$ cat src/drtw_defs.vh
// constants for the dual reload timer with waveform output
`ifndef DRTW_DEFS_VH
`define DRTW_DEFS_VH
`define DRTW_ADDR_W 12
`define DRTW_OFF_RUN 12'h108
`define DRTW_OFF_ONESHOT 12'h109
`define DRTW_OFF_PINCTL 12'h10A
`define DRTW_OFF_MODE 12'h10B
`define DRTW_OFF_PRESCALE 12'h10C
`define DRTW_OFF_SECONDARY 12'h10D
`define DRTW_OFF_PRIMARY 12'h10E
`define DRTW_RUN_START 0
`define DRTW_RUN_STATUS 1
`define DRTW_RUN_HALT 2
`define DRTW_PIN_LEVEL 0
`define DRTW_PIN_ROUTE 1
`define DRTW_MODE_LO 0
`define DRTW_MODE_HI 1
`define DRTW_MODE_WTHRU 3
`define DRTW_SRC_LO 4
`define DRTW_SRC_HI 5
`define DRTW_MODE_TIMER 2'b00
`define DRTW_MODE_WAVE 2'b01
`define DRTW_SRC_DIV1 2'b00
`define DRTW_SRC_DIV8 2'b01
`define DRTW_SRC_COMP 2'b10
`define DRTW_SRC_DIV2 2'b11
`define DRTW_PIN_MASK 8'h0F
`define DRTW_MODE_MASK 8'hFB
`define DRTW_ZERO8 8'h00
`define DRTW_DIV8_LAST 3'h7
`endif

$ cat src/drtw_timer.v
// dual reload timer with programmable waveform output
// Notes on behaviour
// - prescaler clocked by div1, div2, div8 or companion
// - main counts prescaler underflows; separate reload registers
// - timer mode reloads primary on each underflow
// - writing start bit one begins counting
// - start bit zero or halt bit stops counting
// - timer mode interrupt at every main underflow, except one that meets a pending write-through transfer
// - timer mode ignores oneshot and secondary registers
// - reads return live counter values
// - stopped prescaler and primary writes load reload and counter, except primary during a wave secondary period
// - running timer writes obey write-through select
// - counter transfers wait for source or underflow
// - wave mode primary first, then alternate, toggle output
// - periods are (n+1)(m+1) and (n+1)(p+1) source cycles
// - wave interrupt with output change after secondary
// - wave running writes hit reload registers only
// - level select sets pin level per period
// - route select picks pulse or port latch
// - route select sampled at start or interrupt
// - secondary count readable at the primary address during secondary period
// - pin control upper four bits read zero
// - mode 00 timer, 01 waveform
// - source 00 div1, 01 div8, 10 companion, 11 div2
// - halt bit stops at once, reads zero
`include "drtw_defs.vh"
`timescale 1ns/1ps
`default_nettype none
module drtw_timer #(
    parameter CNT_W = 8
) (
    // clock and reset
    input wire core_clk,
    input wire rst_n,
    // register port
    input wire [`DRTW_ADDR_W-1:0] reg_addr,
    input wire [7:0] reg_wdata,
    input wire reg_wr,
    input wire reg_rd,
    output reg [7:0] reg_rdata,
    // count sources and port latch
    input wire companion_underflow,
    input wire port_latch_bit,
    // outputs
    output reg pulse_output_pin,
    output reg timer_irq
);
    // reset release through two flops; assertion stays asynchronous
    wire rst_i_n;
    drtw_sync2 u_rst_sync (
        .core_clk(core_clk),
        .rst_n(rst_n),
        .d(1'b1),
        .q(rst_i_n)
    );

    // companion underflow arrives from another block; synchronise and edge detect
    wire comp_s2;
    reg comp_s3;
    drtw_sync2 u_comp_sync (
        .core_clk(core_clk),
        .rst_n(rst_i_n),
        .d(companion_underflow),
        .q(comp_s2)
    );
    // edge detector resets low, the idle level of the source
    always @(posedge core_clk or negedge rst_i_n) begin
        if (!rst_i_n) begin
            comp_s3 <= 1'b0;
        end else begin
            comp_s3 <= comp_s2;
        end
    end

    // port latch value comes from pin logic outside this clock domain
    wire latch_s2;
    drtw_sync2 u_latch_sync (
        .core_clk(core_clk),
        .rst_n(rst_i_n),
        .d(port_latch_bit),
        .q(latch_s2)
    );

    // software-visible registers
    reg run_start_bit;
    reg counting_status_flag;
    reg [7:0] output_pin_control;
    reg [7:0] mode_select_reg;
    reg [7:0] oneshot_control_reg;
    // reload registers and live counters
    reg [CNT_W-1:0] pre_reload;
    reg [CNT_W-1:0] pri_reload;
    reg [CNT_W-1:0] sec_reload;
    reg [CNT_W-1:0] pre_cnt;
    reg [CNT_W-1:0] main_cnt;
    // write-through transfers waiting for their sync event
    reg pre_pend;
    reg main_pend;
    // waveform state
    reg in_secondary;
    reg wave_level;
    reg route_live;
    reg half_pend;
    // divided clock state
    reg [2:0] div_cnt;
    reg div2_t;

    wire [1:0] mode = {mode_select_reg[`DRTW_MODE_HI], mode_select_reg[`DRTW_MODE_LO]};
    wire [1:0] src = {mode_select_reg[`DRTW_SRC_HI], mode_select_reg[`DRTW_SRC_LO]};
    wire wave_mode = (mode == `DRTW_MODE_WAVE);
    wire wthru = mode_select_reg[`DRTW_MODE_WTHRU];

    // divide-by-eight tick counter
    always @(posedge core_clk or negedge rst_i_n) begin
        if (!rst_i_n) begin
            div_cnt <= 3'h0;
        end else begin
            div_cnt <= div_cnt + 3'h1;
        end
    end
    // divide-by-two toggle
    always @(posedge core_clk or negedge rst_i_n) begin
        if (!rst_i_n) begin
            div2_t <= 1'b0;
        end else begin
            div2_t <= ~div2_t;
        end
    end
    reg src_tick;
    always @* begin
        case (src)
            `DRTW_SRC_DIV1: src_tick = 1'b1;
            `DRTW_SRC_DIV8: src_tick = (div_cnt == `DRTW_DIV8_LAST);
            `DRTW_SRC_COMP: src_tick = comp_s2 & ~comp_s3;
            `DRTW_SRC_DIV2: src_tick = div2_t;
            default: src_tick = 1'b0;
        endcase
    end

    // register write decode
    wire wr_run = reg_wr && reg_addr == `DRTW_OFF_RUN;
    wire wr_oneshot = reg_wr && reg_addr == `DRTW_OFF_ONESHOT;
    wire wr_pin = reg_wr && reg_addr == `DRTW_OFF_PINCTL;
    wire wr_mode = reg_wr && reg_addr == `DRTW_OFF_MODE;
    wire wr_pre = reg_wr && reg_addr == `DRTW_OFF_PRESCALE;
    wire wr_sec = reg_wr && reg_addr == `DRTW_OFF_SECONDARY;
    wire wr_pri = reg_wr && reg_addr == `DRTW_OFF_PRIMARY;
    wire halt_req = wr_run && reg_wdata[`DRTW_RUN_HALT];
    wire counting = counting_status_flag && !halt_req;
    wire stopped = !counting_status_flag;
    // write-through only in timer mode with select clear
    wire wr_thru = !wave_mode && !wthru;

    // status flag moves on a source tick except at halt, so start and stop
    // by the start bit are aligned to the count source
    wire flag_change = !halt_req && src_tick && counting_status_flag != run_start_bit;
    wire start_evt = flag_change && run_start_bit;

    wire pre_uf = counting && src_tick && pre_cnt == `DRTW_ZERO8;
    wire main_uf = pre_uf && main_cnt == `DRTW_ZERO8;
    wire wave_uf = main_uf && wave_mode;
    // primary values taken at end of secondary period, so new values
    // start with the following primary period
    wire [CNT_W-1:0] main_next_reload = (wave_mode && !in_secondary) ? sec_reload : pri_reload;

    // output change and wave interrupt fall on the first source tick after underflow
    wire half_fire = half_pend && src_tick;
    wire wave_irq = half_fire && !in_secondary;
    wire timer_uf_irq = main_uf && !wave_mode && !main_pend;
    wire next_wave_level = half_fire ? in_secondary : (start_evt ? 1'b0 : wave_level);
    wire next_route = (start_evt || wave_irq) ? output_pin_control[`DRTW_PIN_ROUTE] : route_live;
    // pin built from next state so it moves on the same edge as the interrupt
    wire pulse_level = next_wave_level ^ output_pin_control[`DRTW_PIN_LEVEL];
    wire pin_next = (wave_mode && !next_route) ? pulse_level : latch_s2;

    // run control
    always @(posedge core_clk or negedge rst_i_n) begin
        if (!rst_i_n) begin
            run_start_bit <= 1'b0;
            counting_status_flag <= 1'b0;
        end else begin
            if (wr_run) begin
                if (reg_wdata[`DRTW_RUN_HALT]) begin
                    run_start_bit <= 1'b0;
                end else begin
                    run_start_bit <= reg_wdata[`DRTW_RUN_START];
                end
            end
            if (halt_req) begin
                counting_status_flag <= 1'b0;
            end else if (flag_change) begin
                counting_status_flag <= run_start_bit;
            end
        end
    end

    // control registers
    always @(posedge core_clk or negedge rst_i_n) begin
        if (!rst_i_n) begin
            output_pin_control <= `DRTW_ZERO8;
            mode_select_reg <= `DRTW_ZERO8;
            oneshot_control_reg <= `DRTW_ZERO8;
        end else begin
            if (wr_pin) begin
                output_pin_control <= reg_wdata & `DRTW_PIN_MASK;
            end
            if (wr_mode) begin
                mode_select_reg <= reg_wdata & `DRTW_MODE_MASK;
            end
            // kept for the one-shot modes only; no effect here
            if (wr_oneshot) begin
                oneshot_control_reg <= reg_wdata;
            end
        end
    end

    // prescaler
    always @(posedge core_clk or negedge rst_i_n) begin
        if (!rst_i_n) begin
            pre_reload <= {CNT_W{1'b1}};
            pre_cnt <= {CNT_W{1'b1}};
            pre_pend <= 1'b0;
        end else begin
            if (wr_pre) begin
                pre_reload <= reg_wdata[CNT_W-1:0];
                if (stopped) begin
                    pre_cnt <= reg_wdata[CNT_W-1:0];
                end else if (wr_thru) begin
                    pre_pend <= 1'b1;
                end
            end
            if (counting && src_tick) begin
                if (pre_pend || pre_cnt == `DRTW_ZERO8) begin
                    pre_cnt <= pre_reload;
                    if (!wr_pre) begin
                        pre_pend <= 1'b0;
                    end
                end else begin
                    pre_cnt <= pre_cnt - {{(CNT_W-1){1'b0}}, 1'b1};
                end
            end
        end
    end

    // main counter
    always @(posedge core_clk or negedge rst_i_n) begin
        if (!rst_i_n) begin
            pri_reload <= {CNT_W{1'b1}};
            sec_reload <= {CNT_W{1'b1}};
            main_cnt <= {CNT_W{1'b1}};
            main_pend <= 1'b0;
        end else begin
            if (wr_pri) begin
                pri_reload <= reg_wdata[CNT_W-1:0];
                if (stopped && !(wave_mode && in_secondary)) begin
                    main_cnt <= reg_wdata[CNT_W-1:0];
                end else if (!stopped && wr_thru) begin
                    main_pend <= 1'b1;
                end
            end
            if (wr_sec) begin
                sec_reload <= reg_wdata[CNT_W-1:0];
            end
            if (pre_uf) begin
                if (main_pend && !wave_mode) begin
                    main_cnt <= pri_reload;
                    if (!wr_pri) begin
                        main_pend <= 1'b0;
                    end
                end else if (main_cnt == `DRTW_ZERO8) begin
                    main_cnt <= main_next_reload;
                end else begin
                    main_cnt <= main_cnt - {{(CNT_W-1){1'b0}}, 1'b1};
                end
            end
            // a stale primary write-through must not survive a timer-mode stop
            if (stopped && !wave_mode) begin
                main_pend <= 1'b0;
            end
        end
    end

    // which reload the next underflow takes, and the pending output change
    always @(posedge core_clk or negedge rst_i_n) begin
        if (!rst_i_n) begin
            in_secondary <= 1'b0;
            half_pend <= 1'b0;
        end else begin
            if (start_evt) begin
                in_secondary <= 1'b0;
            end else if (wave_uf) begin
                in_secondary <= ~in_secondary;
            end
            if (half_fire || !counting) begin
                half_pend <= 1'b0;
            end else if (wave_uf) begin
                half_pend <= 1'b1;
            end
        end
    end

    // waveform level, route and pin
    always @(posedge core_clk or negedge rst_i_n) begin
        if (!rst_i_n) begin
            wave_level <= 1'b0;
            route_live <= 1'b0;
            pulse_output_pin <= 1'b0;
        end else begin
            wave_level <= next_wave_level;
            route_live <= next_route;
            pulse_output_pin <= pin_next;
        end
    end

    // interrupt request, one cycle per event
    always @(posedge core_clk or negedge rst_i_n) begin
        if (!rst_i_n) begin
            timer_irq <= 1'b0;
        end else begin
            timer_irq <= timer_uf_irq || wave_irq;
        end
    end

    // reads give live counters
    reg [7:0] next_rdata;
    always @* begin
        next_rdata = `DRTW_ZERO8;
        if (reg_rd) begin
            case (reg_addr)
                `DRTW_OFF_RUN: next_rdata = {5'h0, 1'b0, counting_status_flag, run_start_bit};
                `DRTW_OFF_ONESHOT: next_rdata = oneshot_control_reg;
                `DRTW_OFF_PINCTL: next_rdata = output_pin_control;
                `DRTW_OFF_MODE: next_rdata = mode_select_reg;
                `DRTW_OFF_PRESCALE: next_rdata = pre_cnt;
                `DRTW_OFF_SECONDARY: next_rdata = sec_reload;
                `DRTW_OFF_PRIMARY: next_rdata = main_cnt;
                default: next_rdata = `DRTW_ZERO8;
            endcase
        end
    end
    always @(posedge core_clk or negedge rst_i_n) begin
        if (!rst_i_n) begin
            reg_rdata <= `DRTW_ZERO8;
        end else begin
            reg_rdata <= next_rdata;
        end
    end
endmodule // drtw_timer

// two flip-flop synchroniser; only the second stage is read outside
module drtw_sync2 (
    // clock and reset
    input wire core_clk,
    input wire rst_n,
    // signal
    input wire d,
    output reg q
);
    reg meta;
    always @(posedge core_clk or negedge rst_n) begin
        if (!rst_n) begin
            meta <= 1'b0;
            q <= 1'b0;
        end else begin
            meta <= d;
            q <= meta;
        end
    end
endmodule // drtw_sync2
`default_nettype wire

$ cat config.mk
export PLATFORM = sky130hd
export DESIGN_NAME = drtw_timer
export DESIGN_NICKNAME = d
export VERILOG_FILES = /design/src/drtw_timer.v
export VERILOG_INCLUDE_DIRS = /design/src
export SDC_FILE = /design/constraint.sdc
export NUM_CORES = 1
export LEC_CHECK = 0
export BUFFER_PORTS_ARGS = -buffer_cell sky130_fd_sc_hd__buf_4
export CORE_ASPECT_RATIO = 0.9
export CORE_MARGIN = 4
export CORE_UTILIZATION = 55
export CTS_CLUSTER_SIZE = 12
export DETAILED_ROUTE_END_ITERATION = 16
export GPL_ROUTABILITY_DRIVEN = 0
export PLACE_DENSITY = 0.85
export SLEW_MARGIN = 20
export SYNTH_ARGS = -nofsm -noshare
export SYNTH_HDL_FRONTEND = slang
export SYNTH_SLANG_ARGS = --single-unit
$ cat constraint.sdc
create_clock -name core_clk -period 7.3 [get_ports core_clk]
set_input_delay 0.365 -clock core_clk [delete_from_list [all_inputs] [get_ports core_clk]]
set_output_delay 0.365 -clock core_clk [all_outputs]
set_load 0.05 [all_outputs]
# Yosys cells after proc, flatten, opt, wreduce, memory -nomap -nowiden
# Cells that the tools add are included.
# word_totals
in_bits	26
wordCells	139
out_inout_bits	10
reg_bits	88
# classes
add_sub_neg	3
bitwise_logic	5
eq_ne	14
n_mux	37
n_reduce_logical	52
# op_table
cell	n
$mux 8	11
$eq 12x9->1 const B	7
$pmux 8 s7	1
$logic_and 1x1->1	28
$mux 1	24
$logic_not 8->1	2
$sub 8x1->8 const B	2
$reduce_bool 2->1	6
$logic_not 1->1	9
$eq 2x1->1 const B	2
$eq 2x2->1 const B	2
$logic_or 1x1->1	4
$pmux 1 s4	1
$reduce_and 2->1	2
$add 3x1->3 const B	1
$eq 3x3->1 const B	1
$not 1->1	3
$logic_not 2->1	1
$ne 2x1->1 const B	1
$and 1x1->1	1
$ne 1x1->1	1
$xor 1x1->1	1

# Longest topological paths before layout
# Gate-level depths: netlist of run 1.
# depth
ltp_word	12
depth_mapped	8
ltp_nobuf	7

# By module
# A second synthesis of run 1 with hierarchy kept.
# hier_totals
hier_cells	392
hier_area_um2	4551.9
# modules_own_cells
mod	n_inst	area_per_inst_um2	cells_per_inst	seq_area_each_um2
drtw_timer	1	4401.7	386	2102.0
drtw_sync2	3	50.0	2	50.0

# Least setup slack after synthesis of run 1
# No wires, ideal clock.
# synth_path
path_type	reg-to-reg
start	register div_cnt[0]
end	register pulse_output_pin
period_less_slack_ns	2.110
setup_time_ns	0.079
stages_incl_launch_ff	8
n_path_buf	0
required_time_ns	7.221
arrival_ns	2.030
path_slack_ns	5.190
cell_sequence	dfrtp_1 -> ha_1 -> ha_1 -> nor3b_1 -> a211o_1 -> a2bb2oi_1 -> mux2i_1 -> mux2i_1
# synth_between
elab_chain_cells	10
elab_cells_between_ends	15
classes_between	eq/ne (1); mux (5); bitwise (1); reduce/logical (8)
# synth_lines
element	line_no	text
from (decl)	drtw_timer.v:105	reg [2:0] div_cnt;
from (signal assigned)	drtw_timer.v:118	div_cnt <= div_cnt + 3'h1;
$eq 3x3->1 (no source line) *	--	
$pmux 1 s4 *	drtw_timer.v:131	case (src)
$logic_and 1x1->1 (2 in a row)	drtw_timer.v:156	wire flag_change = !halt_req && src_tick && counting_status_flag != run_start_bit;
$logic_and 1x1->1	drtw_timer.v:157	wire start_evt = flag_change && run_start_bit;
$logic_or 1x1->1	drtw_timer.v:171	wire next_route = (start_evt || wave_irq) ? output_pin_control[`DRTW_PIN_ROUTE] : route_live;
$mux 1	drtw_timer.v:171	
$logic_not 1->1	drtw_timer.v:174	wire pin_next = (wave_mode && !next_route) ? pulse_level : latch_s2;
$logic_and 1x1->1	drtw_timer.v:174	
$mux 1 *	drtw_timer.v:174	
named net pin_next	drtw_timer.v:174	
to (signal assigned)	drtw_timer.v:311	pulse_output_pin <= pin_next;
to (decl)	drtw_timer.v:45	output reg pulse_output_pin,
# Mark *: on every way through the listed nets, which the timed path passes. The rest lies on a longest branch.
# A chain may end at the register's enable or synchronous reset.

# Worst setup path after layout of run 1
# Same ends and word-level chain as after synthesis.

==> results.json, run 1 <==
{
  "grt_start_max_net_pins": 87,
  "fin_skew_ns": 0.009941,
  "synthCells": 398,
  "dieArea_um2": 9874,
  "fill_cells": 607,
  "core_area_um2": 8107,
  "netlist_area_um2": 4591,
  "cts.hold.buffers_added": 1,
  "max-vdd-ir-drop_mv": 0.1673,
  "crit_start": "div_cnt[0]",
  "cp.depth": 7,
  "path_clk_slew_ns": 0.10,
  "hold_violations": 0,
  "dp_cells": 514,
  "synth_ff_type": "dfrtp_1",
  "critical_path_arrival_ns": 2.66,
  "synth-edff-count": 0,
  "path_buf_inv": 0,
  "rsz0062_at_grt": "no",
  "r2r_setup_slack_ns": 4.93,
  "final.setup.tns_ns": 0,
  "r2r-end": "pulse_output_pin",
  "fin_crit_ns": 2.367,
  "cpPeakStageDelay_ns": 0.54,
  "start_util_pct": 56.63,
  "cts_buffer_depth": 2,
  "ys_async_sr_fraction_pct": 100.0,
  "wl_per_cell_um": 20.30,
  "dr.pass1.iters": 6,
  "fp.dieW_um": 104.3,
  "tritoncts": "done",
  "multi_input_comb_area_um2": 2215,
  "post-route-period-util_pct": 32.42,
  "drive_gt1_share_pct": 32.10,
  "antenna_found_initial": 0,
  "cts_setup_buffers": 0,
  "grt_overflow": 0,
  "synth_simple_gate_area_share_pct": 15.18,
  "setup_violations": 0,
  "reg2reg_from": "div_cnt[0]",
  "dr.first_iter.drc_count": 335,
  "grt_first_pass_wirelength_um": 17650,
  "yosysUniqueCellTypes": 65,
  "synth_compound_area_share_pct": 14.06,
  "synth_nets": 430,
  "insertedDiodeCount": 0,
  "critPathMaxFanout": 4,
  "maxCapViolations": 0,
  "io_pins": 36,
  "drt_wl_total_um": 10800,
  "htreeDepth": 3,
  "startpoint_type": "flop",
  "cp_top_family": "simple AND/OR/NAND/NOR gates",
  "grt_pass1_vias": 3478,
  "synth_top_family_by_area": "multiplexers",
  "slew_viol_final": 0,
  "dp_hpwl_um": 7675,
  "grt_use_total_pct": 22.82,
  "cts.repair.resized": 0,
  "end_kind": "flop",
  "worstPathRequired_ns": 7.60,
  "io_buffers": 35,
  "path_cells": "ha_1 > ha_1 > nor3b_1 > a211o_1 > a2bb2oi_1 > mux2i_1 > mux2i_1",
  "num_vias": 3499,
  "reg2reg_depth": 7,
  "status": "finished, final reports clean",
  "crit_path_top_delay_cell": "nor3b_1",
  "yosysWarnings": 0,
  "drc": 0,
  "worst_slew_pin_slew_ns": 0.7559,
  "final_cells": 532,
  "area_growth_pct": 12.32,
  "cts_root_buf": "clkbuf_8",
  "synthAdderAreaFrac_pct": 1.635,
  "slew-limit-headroom_pct": 49.23,
  "crit_end": "pulse_output_pin",
  "syn_avg_cell_area_um2": 11.53,
  "fmax_mhz": 422.5,
  "clkLatencyLatePin_ns": 0.36,
  "clock_sinks": 88,
  "crit_type": "flop to flop",
  "num_rows": 31,
  "ant_nets": 0,
  "seq_area_frac_synth_pct": 49.06,
  "final_nets": 460,
  "power_density_nw_per_um2": 255.8,
  "hp-class": "primary input to flop",
  "synth_mux_area_share_pct": 15.62,
  "fp.dieH_um": 94.67,
  "synth_seq_cells": 88,
  "synthXorXnorAreaFrac_pct": 1.526,
  "cts_made_buffers": 9,
  "routed_via_density": 6.577,
  "regArea_um2": 2256,
  "p_leak_nw": 2.258
}
synthesized netlist by cell type (all sizes together), types with 6 or more instances:
cell    count  share of area, %
dfrtp      48                26
mux2i      21               4.6
clkbuf     14               1.1
nor3        6              0.87
o21ai      10               1.1
nor2       19               1.6
mux2       45                11
nor3b       6               1.3
a22oi      13               2.1
nand3      12               1.4
ha          6               1.6
a211oi      6              0.98
a21oi      18               2.2
inv        15               1.2
dfstp      40                23
nand4       7               1.6
and2        6              0.82
nor4        7               1.7
nand2      15               1.3
kinds of logic after synthesis:
family / after synthesis
buffers and inverters: 33
AO/OA/AOI/OAI: 90
adder cells (fa/ha/maj): 6
other: 1
flip-flops: 88
multiplexers: 66
AND/OR/NAND/NOR: 106
XOR/XNOR: 8
area by class of cell:
| class | count | area share [%] |
|---|---|---|
| multi-input combinational | 277 | 42.95 |
| tap | 99 | 2.402 |
| inverter | 15 | 1.092 |
| sequential | 88 | 43.75 |
| clock inverter | 6 | 1.504 |
| timing repair buffer | 37 | 5.824 |
| clock buffer | 10 | 2.475 |
routing by layer:
layer | vias up | track usage (%) | part of all wire [%] | wire [um]
li1 | 1562 | - | - | -
met5 | - | 0 | 0 | 0
met4 | 0 | 6.977 | 1.5 | 158
met3 | 15 | 4.785 | 8.7 | 939
met2 | 151 | 38.39 | 49 | 5301
met1 | 1771 | 30.00 | 41 | 4404
worst min-delay path by stage:
stage | from | cells past startpoint | to | slack (ns)
3_3_place_gp | rst_n | 1 | u_rst_sync.meta | 0.15
2_1_floorplan | rst_n | 0 | u_rst_sync.meta | 0.07
5_1_grt | companion_underflow | 1 | u_comp_sync.meta | 0.09
6_report | port_latch_bit | 1 | u_latch_sync.meta | 0.10
4_1_cts | companion_underflow | 1 | u_comp_sync.meta | 0.10
3_5_place_dp | rst_n | 1 | u_rst_sync.q | 0.15
stage by stage:
step	hold WS [ns]	instance area (um2)	util, %	setup slack, ns	total power [mW]
4_1_cts	0.1011	5122	63.19	4.923	1.315
3_3_place_gp	0.1471	4907	60.53	4.980	0.9431
3_5_place_dp	0.1494	4907	60.53	4.899	0.9639
5_1_grt	0.09114	5156	63.61	4.778	1.391
2_1_floorplan	0.06941	4591	-	4.737	0.8764
6_report	0.1049	5156	63.61	4.933	1.319
cells in the final DEF (no fill, tap or decap), types with 4 or more instances in the layout:
cell and instances:
dfrtp_1 47, dfstp_2 40, buf_4 35, mux2_2 33
mux2i_1 21, nor2_1 19, a21oi_1 17, inv_1 15
nand2_1 14, a22oi_1 13, mux2_1 12, nand3_1 11
clkbuf_8 9, o21ai_0 7, a211oi_1 6, ha_1 6
and3_1 5, a222oi_1 5, nand4_1 5, and2_1 5
a211o_1 5, nand2b_1 5, o22ai_1 5, or4_1 4
a31oi_1 4, nor3b_1 4, nor4_1 4, o211ai_1 4
nor3_1 4, xor2_1 4, xnor2_1 4
power breakdown:
| part | leakage, nW | total [mW] | internal [mW] | switching (mW) |
|---|---|---|---|---|
| logic | 1.10 | 0.303 | 0.149 | 0.154 |
| registers | 1.05 | 0.664 | 0.572 | 0.0914 |
| clock network | 0.101 | 0.352 | 0.164 | 0.188 |
| total | 2.26 | 1.32 | 0.885 | 0.434 |
No activity file was read; power rests on OpenSTA's default activity.
==> run 2: changes to the inputs <==
- CORE_UTILIZATION: 55 -> 54
- PLACE_DENSITY: 0.85 -> 0.87
- clock period: 7.3 -> 2.1 ns (I/O delays scaled with it)
==> run 2 against run 1 <==
Against the previous run: fmax is 16% higher; hold slack worse by 0.077 ns; non-clock buffer count up 24; clock skew up 0.0011 ns; total power grew to 3.4 times the previous value; core utilization increased by 2.3 points; first-iteration DRC count increased by 16%; critical path type unchanged; clock power rose to 3.1 times the previous value; combinational power rose to 3.7 times the previous value; highest routed layer unchanged.
==> results.json, run 2 (same netlist as run 1, synthesis figures left out) <==
{
  "status": "finished, final reports clean",
  "dr.pass1.iters": 6,
  "p_sw_share_pct": 33.27,
  "layout_common_cells": "buf_4 (56), dfrtp_1 (47), dfstp_2 (40), mux2_2 (33), mux2i_1 (21)",
  "fp.dieW_um": 105.2,
  "crit_type": "flop to flop",
  "cts_made_buffers": 9,
  "final_cells": 556,
  "dp_cells": 533,
  "final_core_util_pct": 65.87,
  "drc": 0,
  "fin_crit_ns": 2.049,
  "fmax_mhz": 488.0,
  "wl_per_cell_um": 21.04,
  "clock_sinks": 88,
  "dieArea_um2": 10040,
  "setup_violations": 0,
  "grt_overflow": 0,
  "drive_gt1_share_pct": 36.32,
  "core_area_um2": 8145,
  "reg2reg_depth": 7,
  "start_util_pct": 56.36,
  "rsz0062_at_grt": "yes",
  "grt_first_pass_wirelength_um": 18660,
  "antenna_found_initial": 0,
  "r2r_setup_slack_ns": 0.05,
  "dr.first_iter.drc_count": 390,
  "crit_end": "route_live",
  "final.setup.tns_ns": 0,
  "hold_violations": 0,
  "crit_start": "div_cnt[0]",
  "cts_buffer_depth": 2,
  "insertedDiodeCount": 0,
  "max-vdd-ir-drop_mv": 0.7097,
  "hold_ws_ns": 0.02753,
  "routed_via_density": 6.468,
  "mostFrequentLayoutCell": "buf_4",
  "slew_viol_final": 0,
  "r2r-end": "route_live",
  "grt_use_total_pct": 23.68,
  "seqPwrFrac_pct": 50.8,
  "clkPwrFrac_pct": 24.1,
  "io_buffers": 35,
  "fill_cells": 585,
  "fp.dieH_um": 95.47,
  "slew-limit-headroom_pct": 65.31,
  "dp_hpwl_um": 8236,
  "area_growth_pct": 16.87,
  "clkLatencyLatePin_ns": 0.36,
  "maxCapViolations": 0,
  "power_frac_comb_pct": 25.1,
  "critPathMaxFanout": 4,
  "reg2reg_from": "div_cnt[0]",
  "grt_pass1_vias": 3716,
  "tritoncts": "done",
  "num_rows": 31,
  "grt_start_max_net_pins": 40,
  "worstPathRequired_ns": 2.36,
  "fin_skew_ns": 0.01109,
  "startpoint_type": "flop",
  "htreeDepth": 3,
  "cts_root_buf": "clkbuf_8",
  "io_pins": 36,
  "p_leak_nw": 2.355,
  "hp-class": "primary input to flop",
  "end_kind": "flop",
  "critical_path_arrival_ns": 2.31,
  "final_nets": 484,
  "p_sw_mw": 1.499,
  "worst_slew_pin_slew_ns": 0.5173,
  "intPower_mw": 3.007,
  "num_vias": 3596,
  "power_density_nw_per_um2": 839.8,
  "path_clk_slew_ns": 0.09,
  "post-route-period-util_pct": 97.58,
  "ant_nets": 0,
  "drt_wl_total_um": 11700
}
## run 2: how the worst min path moves through the flow
stage | end | startpoint | cells after the start | slack [ns]
after global placement | u_rst_sync.meta | rst_n | 1 | -0.11
after detailed placement | u_rst_sync.meta | rst_n | 1 | -0.11
final | counting_status_flag | reg_wdata[2] | 2 | 0.03
after CTS | counting_status_flag | reg_wdata[2] | 2 | 0.01
after global routing | counting_status_flag | reg_wdata[2] | 2 | 0.03
after floorplan | u_rst_sync.meta | rst_n | 0 | -0.19
## run 2: layout make-up
class,instances,area (um2),share of cell area (%)
Multi-Input combinational cell,277,2263,42.19
Tap cell,99,123.9,2.309
Clock inverter,4,30.03,0.5597
Clock buffer,12,145.1,2.705
Sequential cell,88,2256,42.05
Timing Repair Buffer,61,490.5,9.142
Inverter,15,56.30,1.049
## run 2: power groups by stage
stage	registers, mW	clock network [mW]	logic [mW]
after floorplan	2.18	0	0.863
after global placement	2.28	0	1.03
after detailed placement	2.30	0	1.09
after CTS	2.27	1.09	1.11
after global routing	2.32	1.17	1.25
final	2.29	1.09	1.13
## run 2: repair_timing
item,in CTS,in global routing
setup endpoints to repair,2,11
pin swaps,0,6
resized for setup,2,7
hold buffers,3,0
buffers inserted,0,4
hold endpoints to repair,4,0
gates cloned,0,0
## run 2: metal layers
layer  share of wire (%)  up-vias  GRT usage [%]  wire length, um
met3                 7.4       33          3.859              862
li1                    -     1613              -                -
met4                 2.5        0          8.962              295
met5                   0        -              0                0
met1                  40     1781          30.75             4729
met2                  50      169          40.23             5812
## run 2: critical path, cell delays in order, from the launching register on
cell,delay [ns]
dfrtp_1,0.42
ha_4,0.17
ha_4,0.16
nor3b_4,0.34
a211o_1,0.21
a2bb2oi_2,0.20
buf_4,0.13
mux2_2,0.32
## run 2: metrics by stage
stage / power, mW / setup WS, ns / cell area [um2]
6_report: 4.506 / 0.05084 / 5365
3_5_place_dp: 3.395 / -0.07841 / 5080
2_1_floorplan: 3.047 / 0.1466 / 4597
3_3_place_gp: 3.317 / 0.07840 / 5080
4_1_cts: 4.475 / 0.01635 / 5298
5_1_grt: 4.736 / -0.05071 / 5365
